--- src/sccs_pkg.sv ---
// constants, types and decode helpers for the sensor command and status registers
// What this block does
// RL1: host writes command code plus argument bytes
// RL2: code 0x47 loads serial number into map
// RL3: host configures aux pins before address change
// RL4: address applied only when masked pins match; code also needs unmasked expected levels zero
// RL5: host keeps condition high nibble zero
// RL6: new address taken from argument bits 7:1
// RL7: code 0x80 starts histogram block transfer
// RL8: window, contents and id update together
// RL9: code 0xFF aborts activity, returns idle
// RL10: stop also ends continuous measurement
// RL11: last command shows running measure/calibration
// RL12: operation state reads 2 on failure
// RL13: status 00h-0Fh ok, 10h-FFh error
// RL14: transaction id changes on map update
package sccs_pkg;
    // register byte offsets
    localparam logic [7:0] SCCS_OFF_NEW_ADDR = 8'h0E;
    localparam logic [7:0] SCCS_OFF_COND = 8'h0F;
    localparam logic [7:0] SCCS_OFF_CMD = 8'h10;
    localparam logic [7:0] SCCS_OFF_LAST = 8'h11;
    localparam logic [7:0] SCCS_OFF_REV_MINOR = 8'h12;
    localparam logic [7:0] SCCS_OFF_REV_PATCH = 8'h13;
    localparam logic [7:0] SCCS_OFF_STATE = 8'h1C;
    localparam logic [7:0] SCCS_OFF_STATUS = 8'h1D;
    localparam logic [7:0] SCCS_OFF_CONTENTS = 8'h1E;
    localparam logic [7:0] SCCS_OFF_TID = 8'h1F;
    localparam logic [7:0] SCCS_OFF_WIN_LO = 8'h20;
    localparam logic [7:0] SCCS_OFF_WIN_HI = 8'h9F;
    // command codes
    localparam logic [7:0] SCCS_CMD_MEASURE = 8'h02;
    localparam logic [7:0] SCCS_CMD_CALIB = 8'h0A;
    localparam logic [7:0] SCCS_CMD_PIN_CFG = 8'h0F;
    localparam logic [7:0] SCCS_CMD_SERIAL = 8'h47;
    localparam logic [7:0] SCCS_CMD_ADDR = 8'h49;
    localparam logic [7:0] SCCS_CMD_HIST = 8'h80;
    localparam logic [7:0] SCCS_CMD_STOP = 8'hFF;
    // condition byte fields
    localparam int SCCS_COND_MASK0_BIT = 0;
    localparam int SCCS_COND_MASK1_BIT = 1;
    localparam int SCCS_COND_VAL0_BIT = 2;
    localparam int SCCS_COND_VAL1_BIT = 3;
    localparam int SCCS_ADDR_LSB = 1;
    // reset values
    localparam logic [7:0] SCCS_RST_BYTE = 8'h00;
    localparam logic [6:0] SCCS_RST_CNT = 7'h00;
    // operation state and status codes
    localparam logic [7:0] SCCS_OPST_IDLE = 8'h00;
    localparam logic [7:0] SCCS_OPST_BUSY = 8'h01;
    localparam logic [7:0] SCCS_OPST_ERROR = 8'h02;
    localparam logic [7:0] SCCS_STAT_OK = 8'h00;
    localparam logic [7:0] SCCS_STAT_ERR_MIN = 8'h10;
    localparam logic [7:0] SCCS_STAT_BAD_CMD = 8'h10;
    localparam logic [7:0] SCCS_STAT_COND_FAIL = 8'h11;
    // map contents and sizes
    localparam logic [7:0] SCCS_CONTENTS_SERIAL = 8'h47;
    localparam int SCCS_WIN_DEPTH = 128;
    localparam logic [6:0] SCCS_WIN_LAST = 7'h7F;
    localparam logic [6:0] SCCS_SERIAL_LAST = 7'h03;

    typedef enum logic [3:0] {
        SCCS_ST_IDLE = 4'h1,
        SCCS_ST_SERIAL = 4'h2,
        SCCS_ST_HIST = 4'h4,
        SCCS_ST_RUN = 4'h8
    } sccs_state_t;

    // true for every code this block executes
    function automatic logic sccs_known_cmd(input logic [7:0] code);
        return (code == SCCS_CMD_MEASURE) || (code == SCCS_CMD_CALIB) ||
            (code == SCCS_CMD_PIN_CFG) || (code == SCCS_CMD_SERIAL) ||
            (code == SCCS_CMD_ADDR) || (code == SCCS_CMD_HIST) || (code == SCCS_CMD_STOP);
    endfunction
endpackage

--- src/sccs_addr_cond.sv ---
// aux pin synchroniser and address-change condition check
`timescale 1ns/10ps
module sccs_addr_cond
    import sccs_pkg::*;
(
    input wire logic clk_sys_in,
    input wire logic srst_in,
    input wire logic aux_pin_zero_in,
    input wire logic aux_pin_one_in,
    input wire logic [7:0] condition_argument_in,
    output logic cond_met_out
);
    logic [1:0] meta_q, meta_d;
    logic [1:0] pins_q, pins_d;
    logic pin0_compare_mask, pin1_compare_mask;
    logic pin0_expected_level, pin1_expected_level;

    // pins come from outside, two flops before use
    always_comb begin
        meta_d = {aux_pin_one_in, aux_pin_zero_in};
        pins_d = meta_q;
    end

    always_ff @(posedge clk_sys_in) begin
        if (srst_in) begin
            meta_q <= 2'h0;
            pins_q <= 2'h0;
        end else begin
            meta_q <= meta_d;
            pins_q <= pins_d;
        end
    end

    // bits above the four fields are ignored, the host keeps them zero
    always_comb begin
        pin0_compare_mask = condition_argument_in[SCCS_COND_MASK0_BIT];
        pin1_compare_mask = condition_argument_in[SCCS_COND_MASK1_BIT];
        pin0_expected_level = condition_argument_in[SCCS_COND_VAL0_BIT];
        pin1_expected_level = condition_argument_in[SCCS_COND_VAL1_BIT];
        cond_met_out = ({pin1_compare_mask & pins_q[1], pin0_compare_mask & pins_q[0]} ==
            {pin1_expected_level, pin0_expected_level}); // RL4
    end

    property p_uncond;
        @(posedge clk_sys_in) disable iff (srst_in)
        (condition_argument_in == SCCS_RST_BYTE) |-> cond_met_out;
    endproperty
    a_uncond: assert property (p_uncond) else $error("zero condition did not match"); // RL5
endmodule

--- src/sccs_top.sv ---
// command interpreter and status registers of the sensor register map
`timescale 1ns/10ps
module sccs_top
    import sccs_pkg::*;
#(
    parameter logic [6:0] RESET_BUS_ADDR = 7'h29, // arbitrary default
    parameter logic [7:0] REV_MINOR = 8'h01, // arbitrary value
    parameter logic [7:0] REV_PATCH = 8'h02 // arbitrary value
)
(
    input wire logic clk_sys_in,
    input wire logic srst_in,
    input wire logic reg_wr_in,
    input wire logic reg_rd_in,
    input wire logic [7:0] reg_addr_in,
    input wire logic [7:0] reg_wdata_in,
    output logic [7:0] reg_rdata_out,
    output logic [6:0] bus_addr_out,
    input wire logic aux_pin_zero_in,
    input wire logic aux_pin_one_in,
    input wire logic [31:0] serial_number_in,
    input wire logic hist_valid_in,
    input wire logic [7:0] hist_data_in,
    input wire logic [7:0] hist_kind_in,
    output logic hist_ready_out,
    output logic meas_start_out,
    output logic meas_continuous_out,
    input wire logic meas_busy_in,
    output logic abort_out
);
    sccs_state_t st_q, st_d;
    logic [6:0] cnt_q, cnt_d;
    logic [7:0] last_q, last_d;
    logic [7:0] opst_q, opst_d;
    logic [7:0] status_q, status_d;
    logic [7:0] contents_q, contents_d;
    logic [7:0] tid_q, tid_d;
    logic [6:0] addr_q, addr_d;
    logic [7:0] cond_q, cond_d;
    logic [7:0] new_addr_q, new_addr_d;
    logic cont_q, cont_d;
    logic start_q, start_d;
    logic abort_q, abort_d;
    logic [7:0] rdata_q, rdata_d;
    logic [7:0] win_mem [SCCS_WIN_DEPTH];
    logic win_we;
    logic [6:0] win_widx, win_ridx;
    logic [7:0] win_wdata;
    logic cmd_wr, stop_wr, cond_met;
    logic [6:0] addr_field;

    sccs_addr_cond u_cond (
        .clk_sys_in(clk_sys_in),
        .srst_in(srst_in),
        .aux_pin_zero_in(aux_pin_zero_in),
        .aux_pin_one_in(aux_pin_one_in),
        .condition_argument_in(cond_q),
        .cond_met_out(cond_met)
    );

    // command register strobes
    assign cmd_wr = reg_wr_in && (reg_addr_in == SCCS_OFF_CMD); // RL1
    assign stop_wr = cmd_wr && (reg_wdata_in == SCCS_CMD_STOP);
    assign addr_field = new_addr_q[7:SCCS_ADDR_LSB];

    // argument bytes are plain storage, written any time
    always_comb begin
        cond_d = cond_q;
        new_addr_d = new_addr_q;
        if (reg_wr_in && (reg_addr_in == SCCS_OFF_COND)) begin
            cond_d = reg_wdata_in;
        end
        if (reg_wr_in && (reg_addr_in == SCCS_OFF_NEW_ADDR)) begin
            new_addr_d = reg_wdata_in;
        end
    end

    // command sequencer; while busy only stop is honoured, others are dropped
    always_comb begin
        st_d = st_q;
        cnt_d = cnt_q;
        last_d = last_q;
        opst_d = opst_q;
        status_d = status_q;
        contents_d = contents_q;
        tid_d = tid_q;
        addr_d = addr_q;
        cont_d = cont_q;
        start_d = 1'b0;
        abort_d = 1'b0;
        win_we = 1'b0;
        win_widx = cnt_q;
        win_wdata = hist_data_in;
        hist_ready_out = 1'b0;
        if (stop_wr) begin
            st_d = SCCS_ST_IDLE; // RL9
            cont_d = 1'b0; // RL10
            abort_d = 1'b1;
            last_d = SCCS_CMD_STOP;
            opst_d = SCCS_OPST_IDLE;
            status_d = SCCS_STAT_OK;
        end else begin
            unique case (st_q)
                SCCS_ST_IDLE: begin
                    if (cmd_wr) begin
                        cnt_d = SCCS_RST_CNT;
                        opst_d = SCCS_OPST_BUSY;
                        status_d = SCCS_STAT_OK;
                        if (!sccs_known_cmd(reg_wdata_in)) begin
                            opst_d = SCCS_OPST_ERROR; // RL12
                            status_d = SCCS_STAT_BAD_CMD; // RL13
                        end else if (reg_wdata_in == SCCS_CMD_SERIAL) begin
                            st_d = SCCS_ST_SERIAL; // RL2
                        end else if (reg_wdata_in == SCCS_CMD_HIST) begin
                            st_d = SCCS_ST_HIST; // RL7
                        end else if (reg_wdata_in == SCCS_CMD_ADDR) begin
                            last_d = reg_wdata_in;
                            if (cond_met) begin
                                addr_d = addr_field; // RL6
                                opst_d = SCCS_OPST_IDLE;
                            end else begin
                                opst_d = SCCS_OPST_ERROR; // RL4
                                status_d = SCCS_STAT_COND_FAIL;
                            end
                        end else if ((reg_wdata_in == SCCS_CMD_MEASURE) ||
                            (reg_wdata_in == SCCS_CMD_CALIB)) begin
                            // the running code is shown as soon as it starts
                            last_d = reg_wdata_in; // RL11
                            start_d = 1'b1;
                            cont_d = (reg_wdata_in == SCCS_CMD_MEASURE);
                            st_d = SCCS_ST_RUN;
                        end else begin
                            last_d = reg_wdata_in;
                            opst_d = SCCS_OPST_IDLE;
                        end
                    end
                end
                SCCS_ST_SERIAL: begin
                    win_we = 1'b1;
                    win_wdata = serial_number_in[{cnt_q[1:0], 3'h0} +: 8];
                    cnt_d = 7'(cnt_q + 7'h01);
                    if (cnt_q == SCCS_SERIAL_LAST) begin
                        contents_d = SCCS_CONTENTS_SERIAL; // RL2
                        tid_d = 8'(tid_q + 8'h01); // RL14
                        last_d = SCCS_CMD_SERIAL;
                        opst_d = SCCS_OPST_IDLE;
                        st_d = SCCS_ST_IDLE;
                    end
                end
                SCCS_ST_HIST: begin
                    hist_ready_out = 1'b1;
                    if (hist_valid_in) begin
                        win_we = 1'b1;
                        cnt_d = 7'(cnt_q + 7'h01);
                        if (cnt_q == SCCS_WIN_LAST) begin
                            // contents and id move in the cycle the last byte lands
                            contents_d = hist_kind_in; // RL8
                            tid_d = 8'(tid_q + 8'h01); // RL14
                            last_d = SCCS_CMD_HIST;
                            opst_d = SCCS_OPST_IDLE;
                            st_d = SCCS_ST_IDLE;
                        end
                    end
                end
                SCCS_ST_RUN: begin
                    // continuous measuring only leaves through stop
                    if (!cont_q && !start_q && !meas_busy_in) begin
                        opst_d = SCCS_OPST_IDLE;
                        st_d = SCCS_ST_IDLE;
                    end
                end
            endcase
        end
    end

    // read mux; window index only meaningful inside the window range
    always_comb begin
        win_ridx = 7'(reg_addr_in - SCCS_OFF_WIN_LO);
        rdata_d = rdata_q;
        if (reg_rd_in) begin
            rdata_d = SCCS_RST_BYTE;
            if ((reg_addr_in >= SCCS_OFF_WIN_LO) && (reg_addr_in <= SCCS_OFF_WIN_HI)) begin
                rdata_d = win_mem[win_ridx];
            end else begin
                unique case (reg_addr_in)
                    SCCS_OFF_NEW_ADDR: rdata_d = new_addr_q;
                    SCCS_OFF_COND: rdata_d = cond_q;
                    SCCS_OFF_LAST: rdata_d = last_q; // RL11
                    SCCS_OFF_REV_MINOR: rdata_d = REV_MINOR;
                    SCCS_OFF_REV_PATCH: rdata_d = REV_PATCH;
                    SCCS_OFF_STATE: rdata_d = opst_q; // RL12
                    SCCS_OFF_STATUS: rdata_d = status_q; // RL13
                    SCCS_OFF_CONTENTS: rdata_d = contents_q;
                    SCCS_OFF_TID: rdata_d = tid_q;
                    default: rdata_d = SCCS_RST_BYTE;
                endcase
            end
        end
    end

    // window storage has no reset, it is data only
    always_ff @(posedge clk_sys_in) begin
        if (win_we) begin
            win_mem[win_widx] <= win_wdata;
        end
    end

    always_ff @(posedge clk_sys_in) begin
        if (srst_in) begin
            st_q <= SCCS_ST_IDLE;
            cnt_q <= SCCS_RST_CNT;
            last_q <= SCCS_RST_BYTE;
            opst_q <= SCCS_RST_BYTE;
            status_q <= SCCS_RST_BYTE;
            contents_q <= SCCS_RST_BYTE;
            tid_q <= SCCS_RST_BYTE;
            addr_q <= RESET_BUS_ADDR;
            cond_q <= SCCS_RST_BYTE;
            new_addr_q <= SCCS_RST_BYTE;
            cont_q <= 1'b0;
            start_q <= 1'b0;
            abort_q <= 1'b0;
            rdata_q <= SCCS_RST_BYTE;
        end else begin
            st_q <= st_d;
            cnt_q <= cnt_d;
            last_q <= last_d;
            opst_q <= opst_d;
            status_q <= status_d;
            contents_q <= contents_d;
            tid_q <= tid_d;
            addr_q <= addr_d;
            cond_q <= cond_d;
            new_addr_q <= new_addr_d;
            cont_q <= cont_d;
            start_q <= start_d;
            abort_q <= abort_d;
            rdata_q <= rdata_d;
        end
    end

    assign reg_rdata_out = rdata_q;
    assign bus_addr_out = addr_q;
    assign meas_start_out = start_q;
    assign meas_continuous_out = cont_q;
    assign abort_out = abort_q;

    // checks on the command sequencer
    property p_serial;
        @(posedge clk_sys_in) disable iff (srst_in)
        (st_q == SCCS_ST_IDLE && cmd_wr && reg_wdata_in == SCCS_CMD_SERIAL) ##1 (!stop_wr)[*4]
        |=> (contents_q == SCCS_CONTENTS_SERIAL) && (st_q == SCCS_ST_IDLE);
    endproperty
    a_serial: assert property (p_serial) else $error("serial readout not completed"); // RL2
    property p_addr_apply;
        @(posedge clk_sys_in) disable iff (srst_in)
        (st_q == SCCS_ST_IDLE && cmd_wr && reg_wdata_in == SCCS_CMD_ADDR && cond_met)
        |=> (bus_addr_out == $past(addr_field));
    endproperty
    a_addr_apply: assert property (p_addr_apply) else $error("new address not applied"); // RL6
    property p_addr_hold;
        @(posedge clk_sys_in) disable iff (srst_in)
        (st_q == SCCS_ST_IDLE && cmd_wr && reg_wdata_in == SCCS_CMD_ADDR && !cond_met)
        |=> $stable(bus_addr_out) && (opst_q == SCCS_OPST_ERROR);
    endproperty
    a_addr_hold: assert property (p_addr_hold) else $error("address changed on mismatch"); // RL4
    property p_hist_start;
        @(posedge clk_sys_in) disable iff (srst_in)
        (st_q == SCCS_ST_IDLE && cmd_wr && reg_wdata_in == SCCS_CMD_HIST)
        |=> (st_q == SCCS_ST_HIST) && (cnt_q == SCCS_RST_CNT);
    endproperty
    a_hist_start: assert property (p_hist_start) else $error("histogram transfer not started"); // RL7
    property p_hist_end;
        @(posedge clk_sys_in) disable iff (srst_in)
        (st_q == SCCS_ST_HIST && hist_valid_in && cnt_q == SCCS_WIN_LAST && !stop_wr)
        |=> (tid_q == 8'($past(tid_q) + 8'h01)) && (contents_q == $past(hist_kind_in));
    endproperty
    a_hist_end: assert property (p_hist_end) else $error("histogram end not published"); // RL8
    property p_tid_moves;
        @(posedge clk_sys_in) disable iff (srst_in)
        $changed(contents_q) |-> $changed(tid_q);
    endproperty
    a_tid_moves: assert property (p_tid_moves) else $error("map updated without new id"); // RL14
    property p_stop;
        @(posedge clk_sys_in) disable iff (srst_in)
        stop_wr |=> (st_q == SCCS_ST_IDLE) && abort_out ##1 (abort_out == $past(stop_wr));
    endproperty
    a_stop: assert property (p_stop) else $error("stop did not return to idle"); // RL9
    property p_stop_cont;
        @(posedge clk_sys_in) disable iff (srst_in)
        stop_wr |=> !meas_continuous_out && !meas_start_out;
    endproperty
    a_stop_cont: assert property (p_stop_cont) else $error("continuous mode survived stop"); // RL10
    property p_last_run;
        @(posedge clk_sys_in) disable iff (srst_in)
        (st_q == SCCS_ST_RUN) |-> (last_q == SCCS_CMD_MEASURE || last_q == SCCS_CMD_CALIB);
    endproperty
    a_last_run: assert property (p_last_run) else $error("running code not reported"); // RL11
    property p_bad_cmd;
        @(posedge clk_sys_in) disable iff (srst_in)
        (st_q == SCCS_ST_IDLE && cmd_wr && !sccs_known_cmd(reg_wdata_in))
        |=> (opst_q == SCCS_OPST_ERROR) && (status_q >= SCCS_STAT_ERR_MIN);
    endproperty
    a_bad_cmd: assert property (p_bad_cmd) else $error("unknown command not flagged"); // RL12
    property p_status_ok;
        @(posedge clk_sys_in) disable iff (srst_in)
        (opst_q != SCCS_OPST_ERROR) |-> (status_q < SCCS_STAT_ERR_MIN);
    endproperty
    a_status_ok: assert property (p_status_ok) else $error("error status without error state"); // RL13

    c_serial: cover property (@(posedge clk_sys_in) disable iff (srst_in)
        st_q == SCCS_ST_SERIAL ##4 st_q == SCCS_ST_IDLE);
    c_hist: cover property (@(posedge clk_sys_in) disable iff (srst_in)
        st_q == SCCS_ST_HIST && hist_valid_in && cnt_q == SCCS_WIN_LAST);
    c_addr: cover property (@(posedge clk_sys_in) disable iff (srst_in)
        cmd_wr && reg_wdata_in == SCCS_CMD_ADDR && cond_met);
    c_stop_run: cover property (@(posedge clk_sys_in) disable iff (srst_in)
        st_q == SCCS_ST_RUN && stop_wr);
endmodule

--- config.mk ---
export PLATFORM = sky130hd
export DESIGN_NAME = sccs_top
export DESIGN_NICKNAME = d
export VERILOG_FILES = /design/src/sccs_pkg.sv /design/src/sccs_addr_cond.sv /design/src/sccs_top.sv
export SDC_FILE = /design/constraint.sdc
export NUM_CORES = 1
export LEC_CHECK = 0
export BUFFER_PORTS_ARGS = -buffer_cell sky130_fd_sc_hd__clkbuf_2
export CORE_AREA = 2 2 283 285
export CTS_CLUSTER_SIZE = 30
export DETAILED_ROUTE_END_ITERATION = 8
export DIE_AREA = 0 0 285 287
export PLACE_DENSITY = 0.75
export RECOVER_POWER = 25
export SYNTH_ARGS = -nofsm -noshare
export SYNTH_HDL_FRONTEND = slang
export SYNTH_SLANG_ARGS = --single-unit
--- constraint.sdc ---
create_clock -name clk_sys_in -period 3.1 [get_ports clk_sys_in]
set_input_delay 0.465 -clock clk_sys_in [delete_from_list [all_inputs] [get_ports clk_sys_in]]
set_output_delay 0.465 -clock clk_sys_in [all_outputs]
set_load 0.005 [all_outputs]
# After elaboration in Yosys (flattened, before gate mapping)
# Memory sizes are Yosys's and may differ from the RTL's.
# Cells that the tools add are included.
[word_totals] regBits=89 ram_bits=1024 input_bits=72 out_inout_bits=19 elab_cells=160 n_memories=1
[memory_table] name="win_mem" depth=128 word_bits=8 rd=1 rd_clocked_by_memory_dff=0 write_ports=1 line="sccs_top.sv:45" source="logic [7:0] win_mem [SCCS_WIN_DEPTH];"
[op_classes] n_addsub=3 order_cmp=2 n_eq_ne=39 shifts=1 n_mux=60 bitwise=9 reduce_logical=29
[op_table] op="$mux W8" n=25
[op_table] op="$pmux W8 S9" n=1
[op_table] op="$eq A8 B5 Y1 const B" n=8
[op_table] op="$mux W4" n=10
[op_table] op="$eq A8 B4 Y1 const B" n=4
[op_table] op="$pmux W8 S2" n=2
[op_table] op="$pmux W8 S4" n=1
[op_table] op="$shiftx A32 B6 Y8" n=1
[op_table] op="$mux W5" n=5
[op_table] op="$pmux W8 S3" n=1
[op_table] op="$reduce_and A8 Y1" n=3
[op_table] op="$ne A3 B3 Y1 const B" n=7
[op_table] op="$pmux W7 S3" n=1
[op_table] op="$eq A8 B7 Y1 const B" n=2
[op_table] op="$eq A8 B8 Y1 const B" n=2
[op_table] op="$pmux W4 S4" n=1
[op_table] op="$mux W7" n=2
[op_table] op="$ne A2 B2 Y1 const B" n=6
[op_table] op="$reduce_and A5 Y1" n=2
[op_table] op="$mux W1" n=9
[op_table] op="$add A8 B1 Y8 const B" n=1
[op_table] op="$eq A8 B2 Y1 const B" n=1
[op_table] op="$ge A8 B6 Y1 const B" n=1
[op_table] op="$le A8 B8 Y1 const B" n=1
[op_table] op="25 further kinds" n=46

# Longest topological paths before layout
# Gate-level depths: netlist of the first run.
[logic_depth] ltp_word=11 ltp_mapped=11 ltp_nobuf=7

# Hierarchy
# From an unflattened synthesis of the first run, not the netlist that was laid out.
[hier_totals] hier_cells=2418 area_unflattened_um2=43890.8
[by_module_without_submodules] module="sccs_top" n_inst=1 cells_each=2405 area_per_inst_um2=43754.5 seq_area_each_um2=32210.9
[by_module_without_submodules] module="sccs_addr_cond" n_inst=1 cells_each=13 area_per_inst_um2=136.4 seq_area_each_um2=80.1

# Worst setup path after synthesis of the first run
# No wires, ideal clock.
[synth_path] path_kind="input to register" from="input port reg_addr_in[6]" to="memory win_mem[0][0], data pin" setup_time_ns=0.378 arrival_time_ns=2.967 required_time_ns=2.722 slack_ns=-0.244 stages=8 n_path_buf=2 path_cell_list="clkbuf_1 -> or3b_4 -> nor2_2 -> nand2_1 -> nor2_1 -> buf_2 -> nor2_1 -> mux2_2"
[synth_via] elab_chain_len=4
[synth_lines] item="start: declaration" line="sccs_top.sv:15" source="input wire logic [7:0] reg_addr_in,"
[synth_lines] item="$eq A8 B5 Y1" line="sccs_top.sv:62" source="assign cmd_wr = reg_wr_in && (reg_addr_in == SCCS_OFF_CMD);"
[synth_lines] item="$logic_and A1 B1 Y1" line="sccs_top.sv:62"
[synth_lines] item="$logic_and A1 B1 Y1" line="sccs_top.sv:63" source="assign stop_wr = cmd_wr && (reg_wdata_in == SCCS_CMD_STOP);"
[synth_lines] item="$mux W8" line="sccs_top.sv:95" source="if (stop_wr) begin"
[synth_lines] item="named net win_wdata[0]" line="sccs_top.sv:48" source="logic [7:0] win_wdata;"
[synth_lines] item="end: declaration" line="sccs_top.sv:45"
# The timed path passes the listed nets, and every way through them passes these cells.

# Final worst setup path of the first run
[layout_path] from="register cnt_q[6]" to="register st_q[1]"
[layout_via] elab_chain_len=3 word_cells_on_any_way=5 classes_between="4 x eq/ne; 1 x reduce/logical"
[layout_lines] item="start: declaration" line="sccs_top.sv:32" source="logic [6:0] cnt_q, cnt_d;"
[layout_lines] item="start signal: assignment" line="sccs_top.sv:226" source="cnt_q <= cnt_d;"
[layout_lines] item="$eq A7 B7 Y1 / $eq A7 B2 Y1 (equally long branches)" line="sccs_top.sv:155, sccs_top.sv:142"
[layout_lines] item="$ne A2 B2 Y1 (no source line)"
[layout_lines] item="$reduce_and A8 Y1 (no source line) (*)"
[layout_lines] item="end signal: assignment" line="sccs_top.sv:225" source="st_q <= st_d;"
[layout_lines] item="end: declaration" line="sccs_top.sv:31" source="sccs_state_t st_q, st_d;"
# Mark *: on every way between the ends. The rest lies on a longest branch, timed or not.
# A chain may end at the register's enable or synchronous reset.

==> results list, run 1 <==
* Non-Filler Cell Area, Final: ~50000 um2
- Post-CTS timing repair inserted 0 buffers for setup.
- For this run, the total global-route usage over all layers was measured as a little over a quarter.
- The routed layout has 24443 vias.
- Synthesis produced a netlist with a net count of roughly 2400.
- In this run the most critical hold path is launched from aux_pin_zero_in.
- Sequential fraction of the synthesis area: roughly 74%
- Pre-CTS setup slack: approximately 0.095 ns
- Path type of the worst min-delay path: primary input to register
- Crit path buffers/inverters: 0
- For the pin with the worst max-slew slack, the measured transition is ~1.6 ns.
- In the synthesized netlist, mux cells make up 14.99% of the area.
- Share of layout cells above drive strength 1: 24.44%
- Capture endpoint of the worst hold path: u_cond.meta_q[0]
- # port buffers: 90
- In this run the register-to-register setup slack is just under 0.06 ns.
- Chip height: 287 um
- Dividing the synthesized area by the synthesized cell count gives 18.74 um2.
* Required time reported for the critical path endpoint: about 3.7 ns
* Flop and latch count out of synthesis: 1101
* Failing checks: max-capacitance violations, max-slew violations
- CP Depth: 7
- Maximum operating frequency: 0.3289 GHz
- Dominant cell by count in the synthesized netlist: sky130_fd_sc_hd__edfxtp_1
- Width of the chip: 285 um
* Fraction of power spent switching nets: 20.83%
* Worst VDD drop: about 430 uV
- The number of antenna violations at the first check in global routing came to 0.
* Net total in the final layout: 2693
- List of most frequent post-synthesis cells: sky130_fd_sc_hd__edfxtp_1 (1024), sky130_fd_sc_hd__mux4_2 (236), sky130_fd_sc_hd__nor2_1 (215), sky130_fd_sc_hd__mux2i_1 (107), sky130_fd_sc_hd__dfxtp_1 (77)
* Hold WS: 0.02393 ns
- Max-Cap Viols: 1
- Summed over all layers, the global routing overflow is 0.
- The number of global-route vias before repair came to between 20000 and 25000.
- Fill cell instance count of the final layout: 5314
* CP max-delay cell: sky130_fd_sc_hd__or4_4
- After Yosys synthesis, full adders, half adders and majority gates account for 0.05713% of the synthesized area.
- In this run, the number of DRC markers left after iteration 0 of detailed routing was 3304.
- The first global-routing pass estimated 159900 um of wire.
* Cells after Synth: 2337
- The flow ran to the end, but the final reports show violations.
- After layout, the worst path uses between 90% and 100% of the clock period.
* Ordered cell list for the critical path: or4_4 -> nor3_1 -> o21ai_2 -> a21bo_1 -> a211oi_1 -> nand4b_1 -> a21oi_1
* Net switching power: 6.265 mW
- The final layout contains routed wiring with a total length of between 100000 and 150000 um.
- Arrival time at the worst endpoint: 3.61 ns
- Sequential cells burn a little over half of the power.
* Async S/R FF share, synth: 0%
- Ranking of synthesized cells by area: sky130_fd_sc_hd__edfxtp_1 (70%), sky130_fd_sc_hd__mux4_2 (12%), sky130_fd_sc_hd__dfxtp_1 (3.5%)
- Once placement finished, the instance area stood at 47060 um2.
* Cell count of the worst reg-to-reg path: 7
* Post-synthesis share of cell area spent on xor and xnor gates: less than 1%
* Simple logic cell fraction of the synthesized area: 4.625%
* Final Total Pwr: 30.08 mW
- The count of nets left with antenna violations once routing finished came out at 0.
- Clock edge transition at the registers on the reported setup and hold paths: ~0.060 ns
- Counting flops with a built-in enable in the synthesized netlist gives 1024.
- Routability congestion estimate from global placement: 1.030
* Synth Warn #: 0
- The worst setup path is captured at a register.
- In this run the static leakage power is 16.06 nW.
- Area fraction of the dominant cell type after synthesis: 70.20%
* Number of placement rows: between 100 and 150
- CTS built an H-tree with a depth of 3.
* Setup skew after layout: 0.03012 ns
- In this run the critical register-to-register path is captured at st_q[1].
- Area of the core: 78610 um2
- The synthesized netlist occupies a cell area of 43800 um2.
* Post-route DRC violation count: 0
- Along the worst path, the maximum fanout reaches 10.
- Largest net degree at the start of global routing: 129
- The internal portion of the total power is ~24 mW.
* Synthesized-area fraction occupied by ao, oa, aoi and oai cells: 4.707%
- The number of clock buffers added by TritonCTS is 106.
* Per-cell routed wire length: 28.90 um
- Insertion delay to the later sink of the worst-skew pair: 0.68 ns
- The clock network is responsible for 41.0% of the overall power.
- Initial standard-cell utilization of the core: 55.72%
- Hold Vio Cnt, Final: 0
- The share of total power dissipated in combinational logic is 5.0%.
- Power Density: roughly 600 nW/um2
- Delay of the slowest cell on the worst path: 0.72 ns
- The wire-length estimate of the detail-placed layout is 68370 um.
* Clk root buf: sky130_fd_sc_hd__clkbuf_16
* Final setup margin: just under 0.06 ns
- Worst reg2reg startpoint: cnt_q[6]
- Clock tree from TritonCTS: yes
- Setup repair after global routing left no endpoint under its margin.
- The setup path with the least slack is of type register to register.
- Setup violations remaining at the end of the flow were counted as 0.
- Among cell families on the critical path, the largest total delay comes from simple AND/OR/NAND/NOR gates.
- Largest family of logic cells by synthesized area: multiplexers
- Final worst path period need: approximately 3.0 ns
- Distinct cell type count after synthesis: 70
* Remaining max-slew budget at the tightest pin: -4.643%
- Counting instances, the worst hold path has a depth of 2.
* Number of vias per cell: 6.516
- Relative area change from synthesis to final layout: 14.16%
- The first detailed-routing pass took 7 iterations.
* Total Die Area: 81800 um2
* Max Transition Viols Final: 31
- The biggest area contributor in the post-synthesis netlist is sky130_fd_sc_hd__edfxtp_1.
- STA classifies the critical path startpoint as a register.
- Num ports: 91
* Leading register cell type out of synthesis: sky130_fd_sc_hd__edfxtp_1
* Num Clock Sinks: ~1100
- Largest buffer count on any clock path: 3
## cells in the final DEF (no fill, tap or decap), types with 43 or more instances in the layout
cell type / instances
sky130_fd_sc_hd__clkbuf_1: 110
sky130_fd_sc_hd__a211oi_1: 43
sky130_fd_sc_hd__nor2_1: 209
sky130_fd_sc_hd__clkbuf_2: 77
sky130_fd_sc_hd__clkbuf_16: 107
sky130_fd_sc_hd__mux4_2: 236
sky130_fd_sc_hd__edfxtp_1: 1024
sky130_fd_sc_hd__dfxtp_1: 77
sky130_fd_sc_hd__nand2_1: 53
sky130_fd_sc_hd__a21oi_1: 59
sky130_fd_sc_hd__buf_4: 122
sky130_fd_sc_hd__mux2i_1: 107
## metrics by stage
step / util (%) / TNS (ns) / std cells
finish: 63.61 / 0 / 3751
floorplan: - / -250.16 / 2337
global route: 63.60 / 0 / 3750
global placement: 59.87 / -0.02203 / 3561
CTS: 64.05 / 0 / 3750
detailed placement: 59.87 / 0 / 3561
## power by group through the flow
stage | sequential (mW) | combinational, mW | clock [mW]
6_report | 16.2 | 1.51 | 12.3
5_1_grt | 16.2 | 1.58 | 13.0
4_1_cts | 16.2 | 1.50 | 12.5
3_5_place_dp | 16.5 | 1.49 | 0
3_3_place_gp | 16.5 | 1.47 | 0
2_1_floorplan | 16.6 | 0.861 | 0
## layer usage
| layer | part of all wire (%) | track usage [%] | vias up |
|---|---|---|---|
| met4 | 3.4 | 9.123 | 2 |
| met5 | 0.082 | 0 | - |
| met2 | 48 | 42.40 | 1452 |
| li1 | - | - | 10118 |
| met3 | 10 | 5.635 | 264 |
| met1 | 38 | 36.70 | 12607 |
## state kept, by name, indices dropped and copies added (netlist names)
register             count
abort_out                1
bus_addr_out             7
cnt_q                    7
cond_q                   8
contents_q               8
last_q                   8
meas_continuous_out      1
meas_start_out           1
new_addr_q               8
opst_q                   2
reg_rdata_out            8
st_q                     4
status_q                 2
tid_q                    8
u_cond.meta_q            2
u_cond.pins_q            2
win_mem               1024
## area by class of cell
cell class / instances / area [um2] / area share [%]
well taps: 1050 / 1314 / 2.627
inverters: 8 / 30.03 / 0.06005
clock buffers: 136 / 2796 / 5.593
repair buffers: 317 / 2307 / 4.614
clock inverters: 53 / 488.0 / 0.9759
diodes: 1 / 2.502 / 0.005004
multi-input cells: 1085 / 10770 / 21.55
flip-flops and latches: 1101 / 32290 / 64.58
## timing repair
item,4_1_cts,5_1_grt
setup endpoints to repair,0,42
resized for setup,0,6
hold buffers,0,0
## logic make-up (layout without fill, tap and decap cells)
| family | after synthesis | count (layout) |
|---|---|---|
| other | 0 | 1 |
| muxes | 359 | 359 |
| xor gates and xnor gates | 8 | 8 |
| DFF | 1101 | 1101 |
| buffers and inverters | 151 | 514 |
| adders and majority gates | 2 | 2 |
| and+or+nand+nor | 419 | 419 |
| AOI/OAI and AO/OA | 297 | 297 |
## how the worst max path moves through the flow
stage / from / to / slack [ns]
floorplan: reg_addr_in[6] / win_mem[0][0] / -0.24
global placement: reg_addr_in[0] / reg_rdata_out[3] / -0.02
detailed placement: reg_addr_in[0] / reg_rdata_out[3] / 0.09
CTS: st_q[2] / win_mem[106][2] / 0.14
global route: st_q[2] / win_mem[50][5] / 0.02
finish: cnt_q[6] / st_q[1] / 0.06
Note: power is estimated with default switching activity, not from simulation.
==> run 2, diff against run 1 <==
CORE_AREA = 2 2 269 271   (was 2 2 283 285)
DIE_AREA = 0 0 271 273   (was 0 0 285 287)
HOLD_SLACK_MARGIN = 0.15   (was default)
PLACE_DENSITY = 0.79   (was 0.75)
SETUP_SLACK_MARGIN = 0.15   (was default)
clock period = 3.4 ns   (was 3.1 ns; I/O delays follow)
==> run 2 against run 1 <==
  * Global-route usage grew 3.6 points
  * Setup slack gained 0.19 ns
  * Core utilization grew 6.7 points
  * Critical path type unchanged
  * The flow still finishes with violations (max-capacitance violations, max-slew violations)
  * Sequential cell count did not move
  * Clock skew decreased by 0.0072 ns
  * Wire length increased by 1.6%
  * Sequential power down 9%
  * Critical endpoint is now win_mem[41][0]
  * First-iteration DRC count is 12% higher
  * Register-to-register slack better by 0.19 ns
  * Total power fell by 7.5%
  * Hold slack improved by 0.14 ns
  * Final area decreased by 0.13%
==> results list, run 2 (synthesis results as in run 1) <==
* Status: finished with violations
- Failing checks: max-capacitance violations, max-slew violations
- The area growth from synthesis to layout is 14.01%.
* Clk root buf: sky130_fd_sc_hd__clkbuf_16
* Kind of capture point of the worst setup path: register
- The number of global-route vias before repair was 24886 (+2.2%).
- The number of fill cells in the layout is 4140 (-22%).
- Int Pwr: 21.95 mW (-7.8%)
* Power Density: 557.0 nW/um2 (-7.4%)
- The number of CTS-inserted buffers is 104 (-1.9%).
- CP max-delay cell: sky130_fd_sc_hd__or3b_2
- Largest net degree at the start of global routing: 129 (unchanged)
* Routed Antenna Nets: 0 (unchanged)
- Count of buffers added by post-CTS timing repair for setup: 0 (unchanged)
- The latest clock arrival within the worst-skew pair was 0.69 ns (about the same).
- The final instance area was 49940 um2 (-0.13%).
* Tot GR Track Use: 30.06% (+3.6 points)
- The maximum count of clock buffers along a single path is 3 (unchanged).
* Leakage: 16.13 nW (+0.47%)
* Vias: 24674 (+0.95%)
* Hold Vio Cnt, Final: 0 (unchanged)
- The net switching fraction of the power came to 21.09% (+0.26 points).
- Net switching power: 5.867 mW (-6.4%)
- H-tree levels: 3 (unchanged)
- Post-route DRC violation count: 0 (unchanged)
* Num Clock Sinks: 1101 (unchanged)
- Ranked by flip-flop count, first place goes to win_mem.
- Remaining max-slew budget at the tightest pin: -14.26% (-9.6 points)
- The worst slack after detailed placement is -0.006777 ns (-0.1015 ns).
- The max-cap check violation count is 1 (unchanged).
- The clock tree skew after final layout came to 0.02295 ns (-0.007166 ns).
* Setup tns final: 0 ns (unchanged)
* Routability congestion estimate from global placement: 0.9631 (-6.4%)
* Final cell utilization of the core: 70.34% (+6.7 points)
- The DRC violation total after the first TritonRoute iteration was 3716 (+12%).
- # port buffers: 90 (unchanged)
- Fin crit share: 92.56% (-5.5 points)
- Commonest non-fill, non-tap cells in the layout: sky130_fd_sc_hd__edfxtp_1 (1024), sky130_fd_sc_hd__mux4_2 (236), sky130_fd_sc_hd__nor2_1 (215)
- The fraction of layout cells with a size suffix above 1 came to 24.62% (+0.17 points).
- The via density per instance came to 6.775 (+4.0%).
* Crit path buffers/inverters: 2 (+2)
- Clock tree from TritonCTS: yes
- The total number of placement rows was 98 (-4.9%).
- Initial standard-cell utilization of the core: 61.70% (+6.0 points)
- The wire length of the first global-routing pass was 162200 um (+1.5%).
* Number of flip-flops in the largest register: 1024 (unchanged)
- The half-perimeter wire length after placement was 67460 um (-1.3%).
- The slew at the pin with the worst max-slew slack came to 1.714 ns (+0.1443 ns).
- The power share of the sequential group came to 53.2% (-0.8 points).
- The critical path goes through or3b_2 -> or3_1 -> clkbuf_2 -> nor2_1 -> clkbuf_1.
- The final period demand of the worst path was 3.147 ns (+0.1066 ns).
- The final count of negative-setup-slack endpoints is 0 (unchanged).
- The global route total overflow came to 0 (unchanged).
- The post-placement cell count came to 3437 (-3.5%).
* Delay of the slowest cell on the worst path: 0.68 ns (-0.04 ns)
- Clock edge transition at the registers on the reported setup and hold paths: 0.06 ns (about the same)
* Per-cell routed wire length: 30.23 um (+4.6%)
- Total Die Area: 73980 um2 (-9.6%)
- The worst-case vdd ir drop is 576.2 uV (+35%).
- The number of cells upsized or downsized after cts came to 0 (unchanged).
- The highest attainable clock frequency is 0.3178 GHz (-3.4%).
- Largest delay contributor family on the critical path: simple AND/OR/NAND/NOR gates
- The tightest min-delay check is of the primary input to register type.
- The final net count was 2675 (-0.67%).
- Clock network fraction of total power: 41.9% (+0.9 points)
* Chip height: 273 um (-4.9%)
- RSZ-0062 raised after global routing: no
* Type of the setup path with the least slack: register to register
* Most frequent standard cell in the layout excluding fill and tap cells: sky130_fd_sc_hd__edfxtp_1
* Critical path launch point type: register
* Num ports: 91 (unchanged)
* Share of power burned in combinational logic: 4.9% (about the same)
- The post-route worst setup slack came to 0.2530 ns (+0.1934 ns).
- The overall power after layout is 27.82 mW (-7.5%).
* Detailed Route WL: 110100 um (+1.6%)
- The worst-case hold slack was 0.1642 ns (+0.1403 ns).
- Highest net fanout along the worst path: 20 (+10)
- The x dimension of the die is 271 um (-4.9%).
- The required time at the worst-slack endpoint came to 3.70 ns (+0.03 ns).
* Max Transition Viols Final: 42 (+35%)
* Initial antenna violation count: 1 (+1)
- The hold buffer count at CTS came to 8 (+8).
- The number of detailed-routing iterations run before antenna repair is 6 (-1).
- The core box area is 71000 um2 (-9.7%).
- The data arrival at the endpoint of the critical path is 3.45 ns (-0.16 ns).
- The post-detailed-placement cell area came to 46650 um2 (-0.89%).
- The number of cells in the finished layout apart from fillers is 3642 (-2.9%).
## run 2: changes by cell type in the layout (fill, tap and decap cells not counted), sizes merged
cell and delta:
dlygate4sd3 +8, clkinv +12, inv -1, diode +2
clkinvlp +1, clkbuf -36, buf +2, bufinv +3
## run 2: tightest hold or removal path: cells and delay by family
kind                   cells  cell delay, ns
AND/OR/NAND/NOR            1            0.12
buffers and inverters      1            0.08
AO/OA/AOI/OAI              1            0.08
## run 2: area by class of cell
class                           count  area (um2)  share of cell area, %
Sequential cell                  1101       32290                  64.66
Multi-Input combinational cell   1085       10750                  21.52
Clock buffer                      126        2761                  5.530
Timing Repair Buffer              301        2217                  4.440
Tap cell                          950        1189                  2.380
Clock inverter                     68       693.2                  1.388
Inverter                            8       30.03                0.06013
Antenna cell                        3       7.507                0.01503
## run 2: worst paths after layout
kind	startpoint	slack, ns	cells after the start	to
worst max-delay path	cnt_q[1]	0.25	5	win_mem[41][0]
worst min-delay path	hist_kind_in[6]	0.16	3	contents_q[6]
worst max register to register	cnt_q[1]	0.25	5	win_mem[41][0]
worst min register to register	u_cond.meta_q[0]	0.45	1	u_cond.pins_q[0]
## run 2: power by group through the flow
stage / sequential, mW / combinational (mW) / clock, mW
after floorplan: 15.1 / 0.785 / 0
after global placement: 15.1 / 1.30 / 0
after detailed placement: 15.1 / 1.33 / 0
after CTS: 14.8 / 1.35 / 11.7
after global routing: 14.8 / 1.42 / 12.2
final: 14.8 / 1.36 / 11.7
## run 2: layer usage
layer  track usage [%]  up-vias  share of wire, %
met5                 0        -                 0
met4             14.29        0               5.1
met3             6.230      327                11
met2             47.51     1732                48
met1             40.79    12522                36
li1                  -    10093                 -
